--- src/lsp_pkg.sv ---
// lsp_pkg: shared constants for the lcd shared i/o ports
// assumes a 16-bit byte address space and 8-bit register data
package lsp_pkg;
    // ---------------------------------------------------------
    // register map
    // ---------------------------------------------------------
    localparam int          ADDR_W       = 16;
    localparam int          DATA_W       = 8;
    localparam logic [15:0] ADDR_DATA7   = 16'hffda;
    localparam logic [15:0] ADDR_DATA8   = 16'hffdb;
    localparam logic [15:0] ADDR_DIR7    = 16'hffea;
    localparam logic [15:0] ADDR_DIR8    = 16'hffeb;
    localparam logic [7:0]  RST_DATA7    = 8'h00;
    localparam logic [7:0]  RST_DIR7     = 8'h00;
    localparam logic [7:0]  RST_PORT8    = 8'hfe;
    localparam logic [7:0]  READ_ONES    = 8'hff;
    localparam logic [7:0]  READ_UNMAP   = 8'h00;
    localparam logic [6:0]  PORT8_UPPER  = 7'h7f;
    localparam int          PORT8_BIT    = 0;
    // ---------------------------------------------------------
    // segment-select code ranges, inclusive
    // ---------------------------------------------------------
    localparam logic [3:0]  SEG_HI_LO    = 4'h6;
    localparam logic [3:0]  SEG_HI_HI    = 4'hd;
    localparam logic [3:0]  SEG_LO_LO    = 4'h5;
    localparam logic [3:0]  SEG_LO_HI    = 4'hc;
    localparam logic [3:0]  SEG_P8_LO    = 4'h7;
    localparam logic [3:0]  SEG_P8_HI    = 4'he;
    localparam int          HALF         = 4;
    // ---------------------------------------------------------
    // operating modes from the power controller
    // ---------------------------------------------------------
    typedef enum logic [2:0] {
        LSP_ACTIVE,
        LSP_SUBACTIVE,
        LSP_SLEEP,
        LSP_SUBSLEEP,
        LSP_STANDBY,
        LSP_WATCH
    } lsp_mode_t;
endpackage : lsp_pkg

--- src/lsp_sync.sv ---
// lsp_sync: three-stage pin synchroniser with agreement filter
// assumes asynchronous pin levels and one clock domain
`timescale 1ns/10ps
`default_nettype none
module lsp_sync #(
    parameter int W = 8
) (
    input  wire logic         ref_clk,
    input  wire logic         rst,
    input  wire logic [W-1:0] raw,
    output var  logic [W-1:0] level
);
    logic [W-1:0] s1;
    logic [W-1:0] s2;
    logic [W-1:0] s3;

    // ---------------------------------------------------------
    // per-bit chain; level moves once stages two and three agree
    // ---------------------------------------------------------
    for (genvar i = 0; i < W; i++) begin : g_bit
        always_ff @(posedge ref_clk) begin
            if (rst) begin
                s1[i]    <= 1'b0;
                s2[i]    <= 1'b0;
                s3[i]    <= 1'b0;
                level[i] <= 1'b0;
            end else begin
                s1[i] <= raw[i];
                s2[i] <= s1[i];
                s3[i] <= s2[i];
                if (s2[i] == s3[i]) begin
                    level[i] <= s3[i];
                end
            end
        end
    end
endmodule : lsp_sync
`default_nettype wire

--- src/lsp_ports.sv ---
// lsp_ports: eight-pin and single-pin gpio ports shared with lcd
// segment outputs, register port, pad control per power mode.
// assumes strobes from a cpu-side master on ref_clk, pins async.
//
// How it works
// - eight-pin data register, read/write, clears to zero on reset
// - data read gives stored bit if direction 1, else live pin
// - eight-pin direction bit 1 means output, 0 input; reset zero
// - eight-pin direction register is write-only, reads all ones
// - data and direction act only on pins left to gpio use
// - segment-select decode per nibble; segment pins drive seg n+17
// - pins hi-z in reset, hold in sleep, hi-z in standby and watch
// - single-pin data in bit 0, bits 7..1 read one, reset 0xfe
// - single-pin direction bit 0, reset 0xfe, write-only, reads ones
// - data registers at 0xffda/0xffdb, direction at 0xffea/0xffeb
// - single pin shared with segment 25 by select code alone; direction has no effect while selected
`timescale 1ns/10ps
`default_nettype none
module lsp_ports (
    input  wire logic              ref_clk,
    input  wire logic              rst,
    input  wire logic [15:0]       addr,
    input  wire logic [7:0]        wr_data,
    input  wire logic              wr_stb,
    input  wire logic              rd_stb,
    output var  logic [7:0]        rd_data,
    input  wire logic [3:0]        segment_select_field,
    input  wire logic [7:0]        lcd_segment_output,
    input  wire logic              lcd_segment_output_25,
    input  wire lsp_pkg::lsp_mode_t power_mode,
    input  wire logic [7:0]        wide_port_pin_in,
    output var  logic [7:0]        wide_port_pin_out,
    output var  logic [7:0]        wide_port_pin_oe_n,
    input  wire logic              single_port_pin_in,
    output var  logic              single_port_pin_out,
    output var  logic              single_port_pin_oe_n
);
    logic [7:0] wide_port_data_reg;
    logic [7:0] wide_port_direction_reg;
    logic       single_pin_data_reg;
    logic       single_pin_direction_reg;
    logic [7:0] wide_level;
    logic [0:0] single_level;
    logic [7:0] wide_seg;
    logic       single_seg;
    logic       seg_hi;
    logic       seg_lo;
    logic       functional;
    logic       hold;
    logic [7:0] next_rd_data;
    logic [7:0] wide_read;
    logic [7:0] single_read;

    // ---------------------------------------------------------
    // pin input synchronisers
    // ---------------------------------------------------------
    lsp_sync #(.W(8)) u_sync_wide (
        .ref_clk (ref_clk),
        .rst     (rst),
        .raw     (wide_port_pin_in),
        .level   (wide_level)
    );

    lsp_sync #(.W(1)) u_sync_single (
        .ref_clk (ref_clk),
        .rst     (rst),
        .raw     (single_port_pin_in),
        .level   (single_level)
    );

    // ---------------------------------------------------------
    // register writes
    // ---------------------------------------------------------
    // eight-pin data register
    always_ff @(posedge ref_clk) begin
        if (rst) begin
            wide_port_data_reg <= lsp_pkg::RST_DATA7;
        end else if (wr_stb && addr == lsp_pkg::ADDR_DATA7) begin
            wide_port_data_reg <= wr_data;
        end
    end

    // eight-pin direction register
    always_ff @(posedge ref_clk) begin
        if (rst) begin
            wide_port_direction_reg <= lsp_pkg::RST_DIR7;
        end else if (wr_stb && addr == lsp_pkg::ADDR_DIR7) begin
            wide_port_direction_reg <= wr_data;
        end
    end

    // single-pin data and direction, bit 0 only
    always_ff @(posedge ref_clk) begin
        if (rst) begin
            single_pin_data_reg <= lsp_pkg::RST_PORT8[lsp_pkg::PORT8_BIT];
            single_pin_direction_reg <=
                lsp_pkg::RST_PORT8[lsp_pkg::PORT8_BIT];
        end else if (wr_stb) begin
            if (addr == lsp_pkg::ADDR_DATA8) begin
                single_pin_data_reg <= wr_data[lsp_pkg::PORT8_BIT];
            end
            if (addr == lsp_pkg::ADDR_DIR8) begin
                single_pin_direction_reg <=
                    wr_data[lsp_pkg::PORT8_BIT];
            end
        end
    end

    // ---------------------------------------------------------
    // register reads
    // ---------------------------------------------------------
    // per-bit choice of stored data or live pin
    always_comb begin
        wide_read = (wide_port_direction_reg & wide_port_data_reg)
                  | (~wide_port_direction_reg & wide_level);
        single_read = {lsp_pkg::PORT8_UPPER,
                       single_pin_direction_reg ? single_pin_data_reg
                                                : single_level[0]};
    end

    // address decode for reads
    always_comb begin
        case (addr)
            lsp_pkg::ADDR_DATA7: next_rd_data = wide_read;
            lsp_pkg::ADDR_DATA8: next_rd_data = single_read;
            lsp_pkg::ADDR_DIR7:  next_rd_data = lsp_pkg::READ_ONES;
            lsp_pkg::ADDR_DIR8:  next_rd_data = lsp_pkg::READ_ONES;
            default:             next_rd_data = lsp_pkg::READ_UNMAP;
        endcase
    end

    // read data valid the cycle after the strobe, zero otherwise
    always_ff @(posedge ref_clk) begin
        if (rst) begin
            rd_data <= lsp_pkg::READ_UNMAP;
        end else if (rd_stb) begin
            rd_data <= next_rd_data;
        end else begin
            rd_data <= lsp_pkg::READ_UNMAP;
        end
    end

    // ---------------------------------------------------------
    // segment-select decode
    // ---------------------------------------------------------
    // each nibble and the single pin have their own code range
    always_comb begin
        seg_hi = segment_select_field >= lsp_pkg::SEG_HI_LO
              && segment_select_field <= lsp_pkg::SEG_HI_HI;
        seg_lo = segment_select_field >= lsp_pkg::SEG_LO_LO
              && segment_select_field <= lsp_pkg::SEG_LO_HI;
        single_seg = segment_select_field >= lsp_pkg::SEG_P8_LO
                  && segment_select_field <= lsp_pkg::SEG_P8_HI;
        wide_seg = {{lsp_pkg::HALF{seg_hi}}, {lsp_pkg::HALF{seg_lo}}};
        functional = power_mode == lsp_pkg::LSP_ACTIVE
                  || power_mode == lsp_pkg::LSP_SUBACTIVE;
        hold = power_mode == lsp_pkg::LSP_SLEEP
            || power_mode == lsp_pkg::LSP_SUBSLEEP;
    end

    // ---------------------------------------------------------
    // pad drive per pin and per power mode
    // ---------------------------------------------------------
    // eight-pin pads; enable is low while driving
    for (genvar i = 0; i < 8; i++) begin : g_wide_pad
        always_ff @(posedge ref_clk) begin
            if (rst) begin
                wide_port_pin_oe_n[i] <= 1'b1;
                wide_port_pin_out[i]  <= 1'b0;
            end else if (hold) begin
                wide_port_pin_oe_n[i] <= wide_port_pin_oe_n[i];
                wide_port_pin_out[i]  <= wide_port_pin_out[i];
            end else if (!functional) begin
                wide_port_pin_oe_n[i] <= 1'b1;
                wide_port_pin_out[i]  <= 1'b0;
            end else if (wide_seg[i]) begin
                wide_port_pin_oe_n[i] <= 1'b0;
                wide_port_pin_out[i]  <= lcd_segment_output[i];
            end else begin
                wide_port_pin_oe_n[i] <= ~wide_port_direction_reg[i];
                wide_port_pin_out[i]  <= wide_port_data_reg[i];
            end
        end
    end

    // single-pin pad, shared with segment 25
    always_ff @(posedge ref_clk) begin
        if (rst) begin
            single_port_pin_oe_n <= 1'b1;
            single_port_pin_out  <= 1'b0;
        end else if (hold) begin
            single_port_pin_oe_n <= single_port_pin_oe_n;
            single_port_pin_out  <= single_port_pin_out;
        end else if (!functional) begin
            single_port_pin_oe_n <= 1'b1;
            single_port_pin_out  <= 1'b0;
        end else if (single_seg) begin
            single_port_pin_oe_n <= 1'b0;
            single_port_pin_out  <= lcd_segment_output_25;
        end else begin
            single_port_pin_oe_n <= ~single_pin_direction_reg;
            single_port_pin_out  <= single_pin_data_reg;
        end
    end
endmodule : lsp_ports
`default_nettype wire

--- config.mk ---
export PLATFORM = sky130hd
export DESIGN_NAME = lsp_ports
export DESIGN_NICKNAME = d
export VERILOG_FILES = /design/src/lsp_pkg.sv /design/src/lsp_sync.sv /design/src/lsp_ports.sv
export SDC_FILE = /design/constraint.sdc
export NUM_CORES = 1
export LEC_CHECK = 0
export ABC_AREA = 1
export BUFFER_PORTS_ARGS = -buffer_cell sky130_fd_sc_hd__buf_2
export CAP_MARGIN = 30
export CORE_MARGIN = 5
export CORE_UTILIZATION = 45
export DETAILED_ROUTE_END_ITERATION = 7
export GPL_ROUTABILITY_DRIVEN = 0
export PLACE_DENSITY = 0.75
export RECOVER_POWER = 25
export SYNTH_ARGS = -nofsm -noshare
export SYNTH_HDL_FRONTEND = slang
export SYNTH_SLANG_ARGS = --single-unit
--- constraint.sdc ---
create_clock -name ref_clk -period 1.1 [get_ports ref_clk]
set_clock_uncertainty 0.15 [all_clocks]
set_input_delay 0.055 -clock ref_clk [delete_from_list [all_inputs] [get_ports ref_clk]]
set_output_delay 0.055 -clock ref_clk [all_outputs]
set_load 0.01 [all_outputs]
==> run summary <==
Sw frac: 23.7%
CTS Buf Count: 9
Vias in the first global route: 2973
Internal Pwr Total: 4.25 mW
Least-Margin Pin Slew: 0.379 ns
Class of the worst hold path: primary input to register
Layout cells sized above 1: 30.9%
HP Start: power_mode[2]
First-pass GRT wire length: 13400 um
Vias post-DR: 3112
Grt ovf: 0
FF-to-FF End: rd_data[7]
Cell Area, Synth: 3190 um^2
Seq cells post-synth: 80
Final WS setup: 0.0387 ns
Seq/Total Area, Yosys: 50.3%
WL final: 8090 um
Post-route DRC: 0
Comb pwr share: 9.9%
Final Max Tran Viols: 0
CTS tree: yes
Final Non-Filler Cells: 666
Gr usage total: 18.8%
Syn. warnings: 0
I/O Buffers: 77
Post-Synth XOR/XNOR Area: 0%
Setup Crit Path Kind: register to register
Cell depth of the worst flop-to-flop path: 5
Library cells used by synthesis: 26
Antenna violations before repair: 0
Overall power: 5.57 mW
I/O pin cnt: 79
Pre-CTS WS: -0.255 ns
Multiplexer share of the synthesized area: 0%
Hold slack final: -0.0270 ns
Hold path cells: 5
Crit path launch type: register
Post-synthesis simple-gate area fraction: 27.2%
Hold EP: wide_port_pin_out[7]
Num rows: 30
Final instance area: 4470 um^2
Clk sink count: 80
Tmin final: 1.06 ns
RSZ-0062 raised after global routing: yes
Clock power frac: 36.6%
Placed cell count: 619
Area Growth Syn to Fin: 40.3%
Hold Fails Final Rpt: 8
Post-Synth Adder-Cell Area: 0%
Final nets: 619
Final ANT Viol Nets: 0
DR WL/cell: 12.1 um
R2r startpoint: wide_port_direction_reg[7]
Post-Place Cell Area: 3850 um^2
Total die area: 8860 um^2
Sequential power share: 53.5%
P per Cell Area: 1250 nW/um^2
CP Max Fanout: 4
Sequential cell area: 1620 um^2
Max_cap viols: 0
Leakage power: 1.97 nW
Clk slew on worst S/H paths: 0.08 ns
Main combinational cell family by area after synthesis: simple AND/OR/NAND/NOR gates
Die height: 94.1 um
Max Clock Freq: 942 MHz
Failing checks: negative hold slack
Largest net degree at the start of global routing: 30
Cells after Synth: 430
Fillers: 605
Arr. time, crit path: 1.19 ns
Compound-Gate Fraction of Synth Area: 13.7%
Clk root buf: clkbuf_8
Core area: 6830 um^2
Die X: 94.1 um
CP Capture Type: register
Multi-input logic area: 1390 um^2
Clk_lat worst skew: 0.34 ns
DR iter-0 viols: 144
Total net switching power: 1.32 mW
Initial Util: 46.6%
Hold Buf Count CTS: 31
R2R setup slack: 0.04 ns
Final core occ: 65.4%
Synthesized area per cell: 7.41 um^2
CTS max path bufs: 2
# diodes: 0
Max IR drop VDD: 0.000982 V
CTS H-tree lvls: 3
Syn Nets: 483
Crit share post-route: 96.5%
Final setup vio count: 0
Worst Path Required: 1.23 ns
Vias/cell: 4.67
Hpwl dp: 5730 um
Relative slew slack: 74.7%
DR pass1 iterations: 4
Run status: finished, violations left
-- kinds of logic after synthesis --
logic type	after synthesis
AO/OA/AOI/OAI	79
buffers and inverters	72
AND/OR/NAND/NOR	199
flip-flops	80
-- cells in the mapped netlist --
master	instances	share of area, %
nor2_1	81	9.5
dfxtp_1	80	50
nand2_1	77	9.1
inv_1	59	7.0
a21oi_1	34	5.3
o21ai_0	30	4.7
nand3_1	15	2.4
a211oi_1	9	2.1
nor3_1	7	1.1
nand3b_1	5	1.2
buf_1	4	0.47
buf_2	4	0.63
nor2_2	4	0.79
o211ai_1	4	0.94
nor2_4	3	1.1
clkbuf_1	2	0.24
nand2_2	2	0.39
nand4_1	2	0.39
a21oi_2	1	0.27
buf_6	1	0.35
clkinv_1	1	0.12
inv_2	1	0.12
nand2_4	1	0.35
nand3_2	1	0.31
nor2_8	1	0.63
o21ai_2	1	0.27
-- placed cells by master, fill, tap and decap left out, types with 12 or more instances in the layout --
| cell | netlist | layout |
|---|---|---|
| buf_4 | 0 | 27 |
| dfxtp_1 | 80 | 67 |
| dlygate4sd3_1 | 0 | 30 |
| o21ai_0 | 30 | 28 |
| nand3_1 | 15 | 15 |
| nor2_1 | 81 | 74 |
| dfxtp_2 | 0 | 12 |
| buf_2 | 4 | 77 |
| a21oi_1 | 34 | 27 |
| inv_1 | 59 | 51 |
| nand2_1 | 77 | 75 |
-- layer usage --
layer | track usage, % | part of all wire, %
met5 | 0 | 0
met4 | 7.22 | 1.4
met3 | 2.80 | 4.8
met2 | 34.1 | 51
met1 | 22.2 | 43
-- power by group through the flow --
stage                     combinational [mW]  sequential (mW)  clock [mW]
after detailed placement               0.446             3.05           0
final                                  0.550             2.98        2.04
after global placement                 0.433             3.04           0
after floorplan                        0.220             3.05           0
after CTS                              0.534             2.98        2.09
after global routing                   0.617             2.98        2.20
-- worst max path at each step --
stage / from / endpoint / depth (start not counted)
detailed placement: addr[4] / wide_port_direction_reg[4] / 8
global route: wide_port_direction_reg[7] / rd_data[7] / 5
floorplan: addr[2] / wide_port_data_reg[0] / 8
global placement: segment_select_field[0] / wide_port_pin_oe_n[2] / 6
CTS: u_sync_wide.level[3] / rd_data[3] / 6
finish: wide_port_direction_reg[7] / rd_data[7] / 5
-- timing repair --
action / CTS / global route
pin swaps: 6 / 25
resized for setup: 11 / 38
endpoints found under the setup margin: 4 / 21
setup buffers: 0 / 3
hold endpoints to repair: 44 / 3
cloned: 0 / 0
-- worst max-delay path, cell delays in order (launching register included) --
cell,delay [ns]
dfxtp_4,0.38
nor2_4,0.13
a21oi_4,0.05
nor3_2,0.14
nor2_1,0.06
nor2_1,0.09
-- through the flow --
step           TNS (ns)  hold WS (ns)
4_1_cts               0      0.000895
3_3_place_gp      -4.69         0.106
6_report              0       -0.0270
3_5_place_dp      -6.73         0.111
2_1_floorplan         0        0.0120
5_1_grt          -0.104      -0.00840
-- area by class of cell --
class	instances	share of cell area [%]
repair buffers	136	20.6
inverters	61	5.12
multi-input cells	278	31.2
flip-flops and latches	80	36.3
well taps	96	2.69
clock buffers	10	2.86
clock inverters	5	1.32
Power figures use the tool's default switching activity.
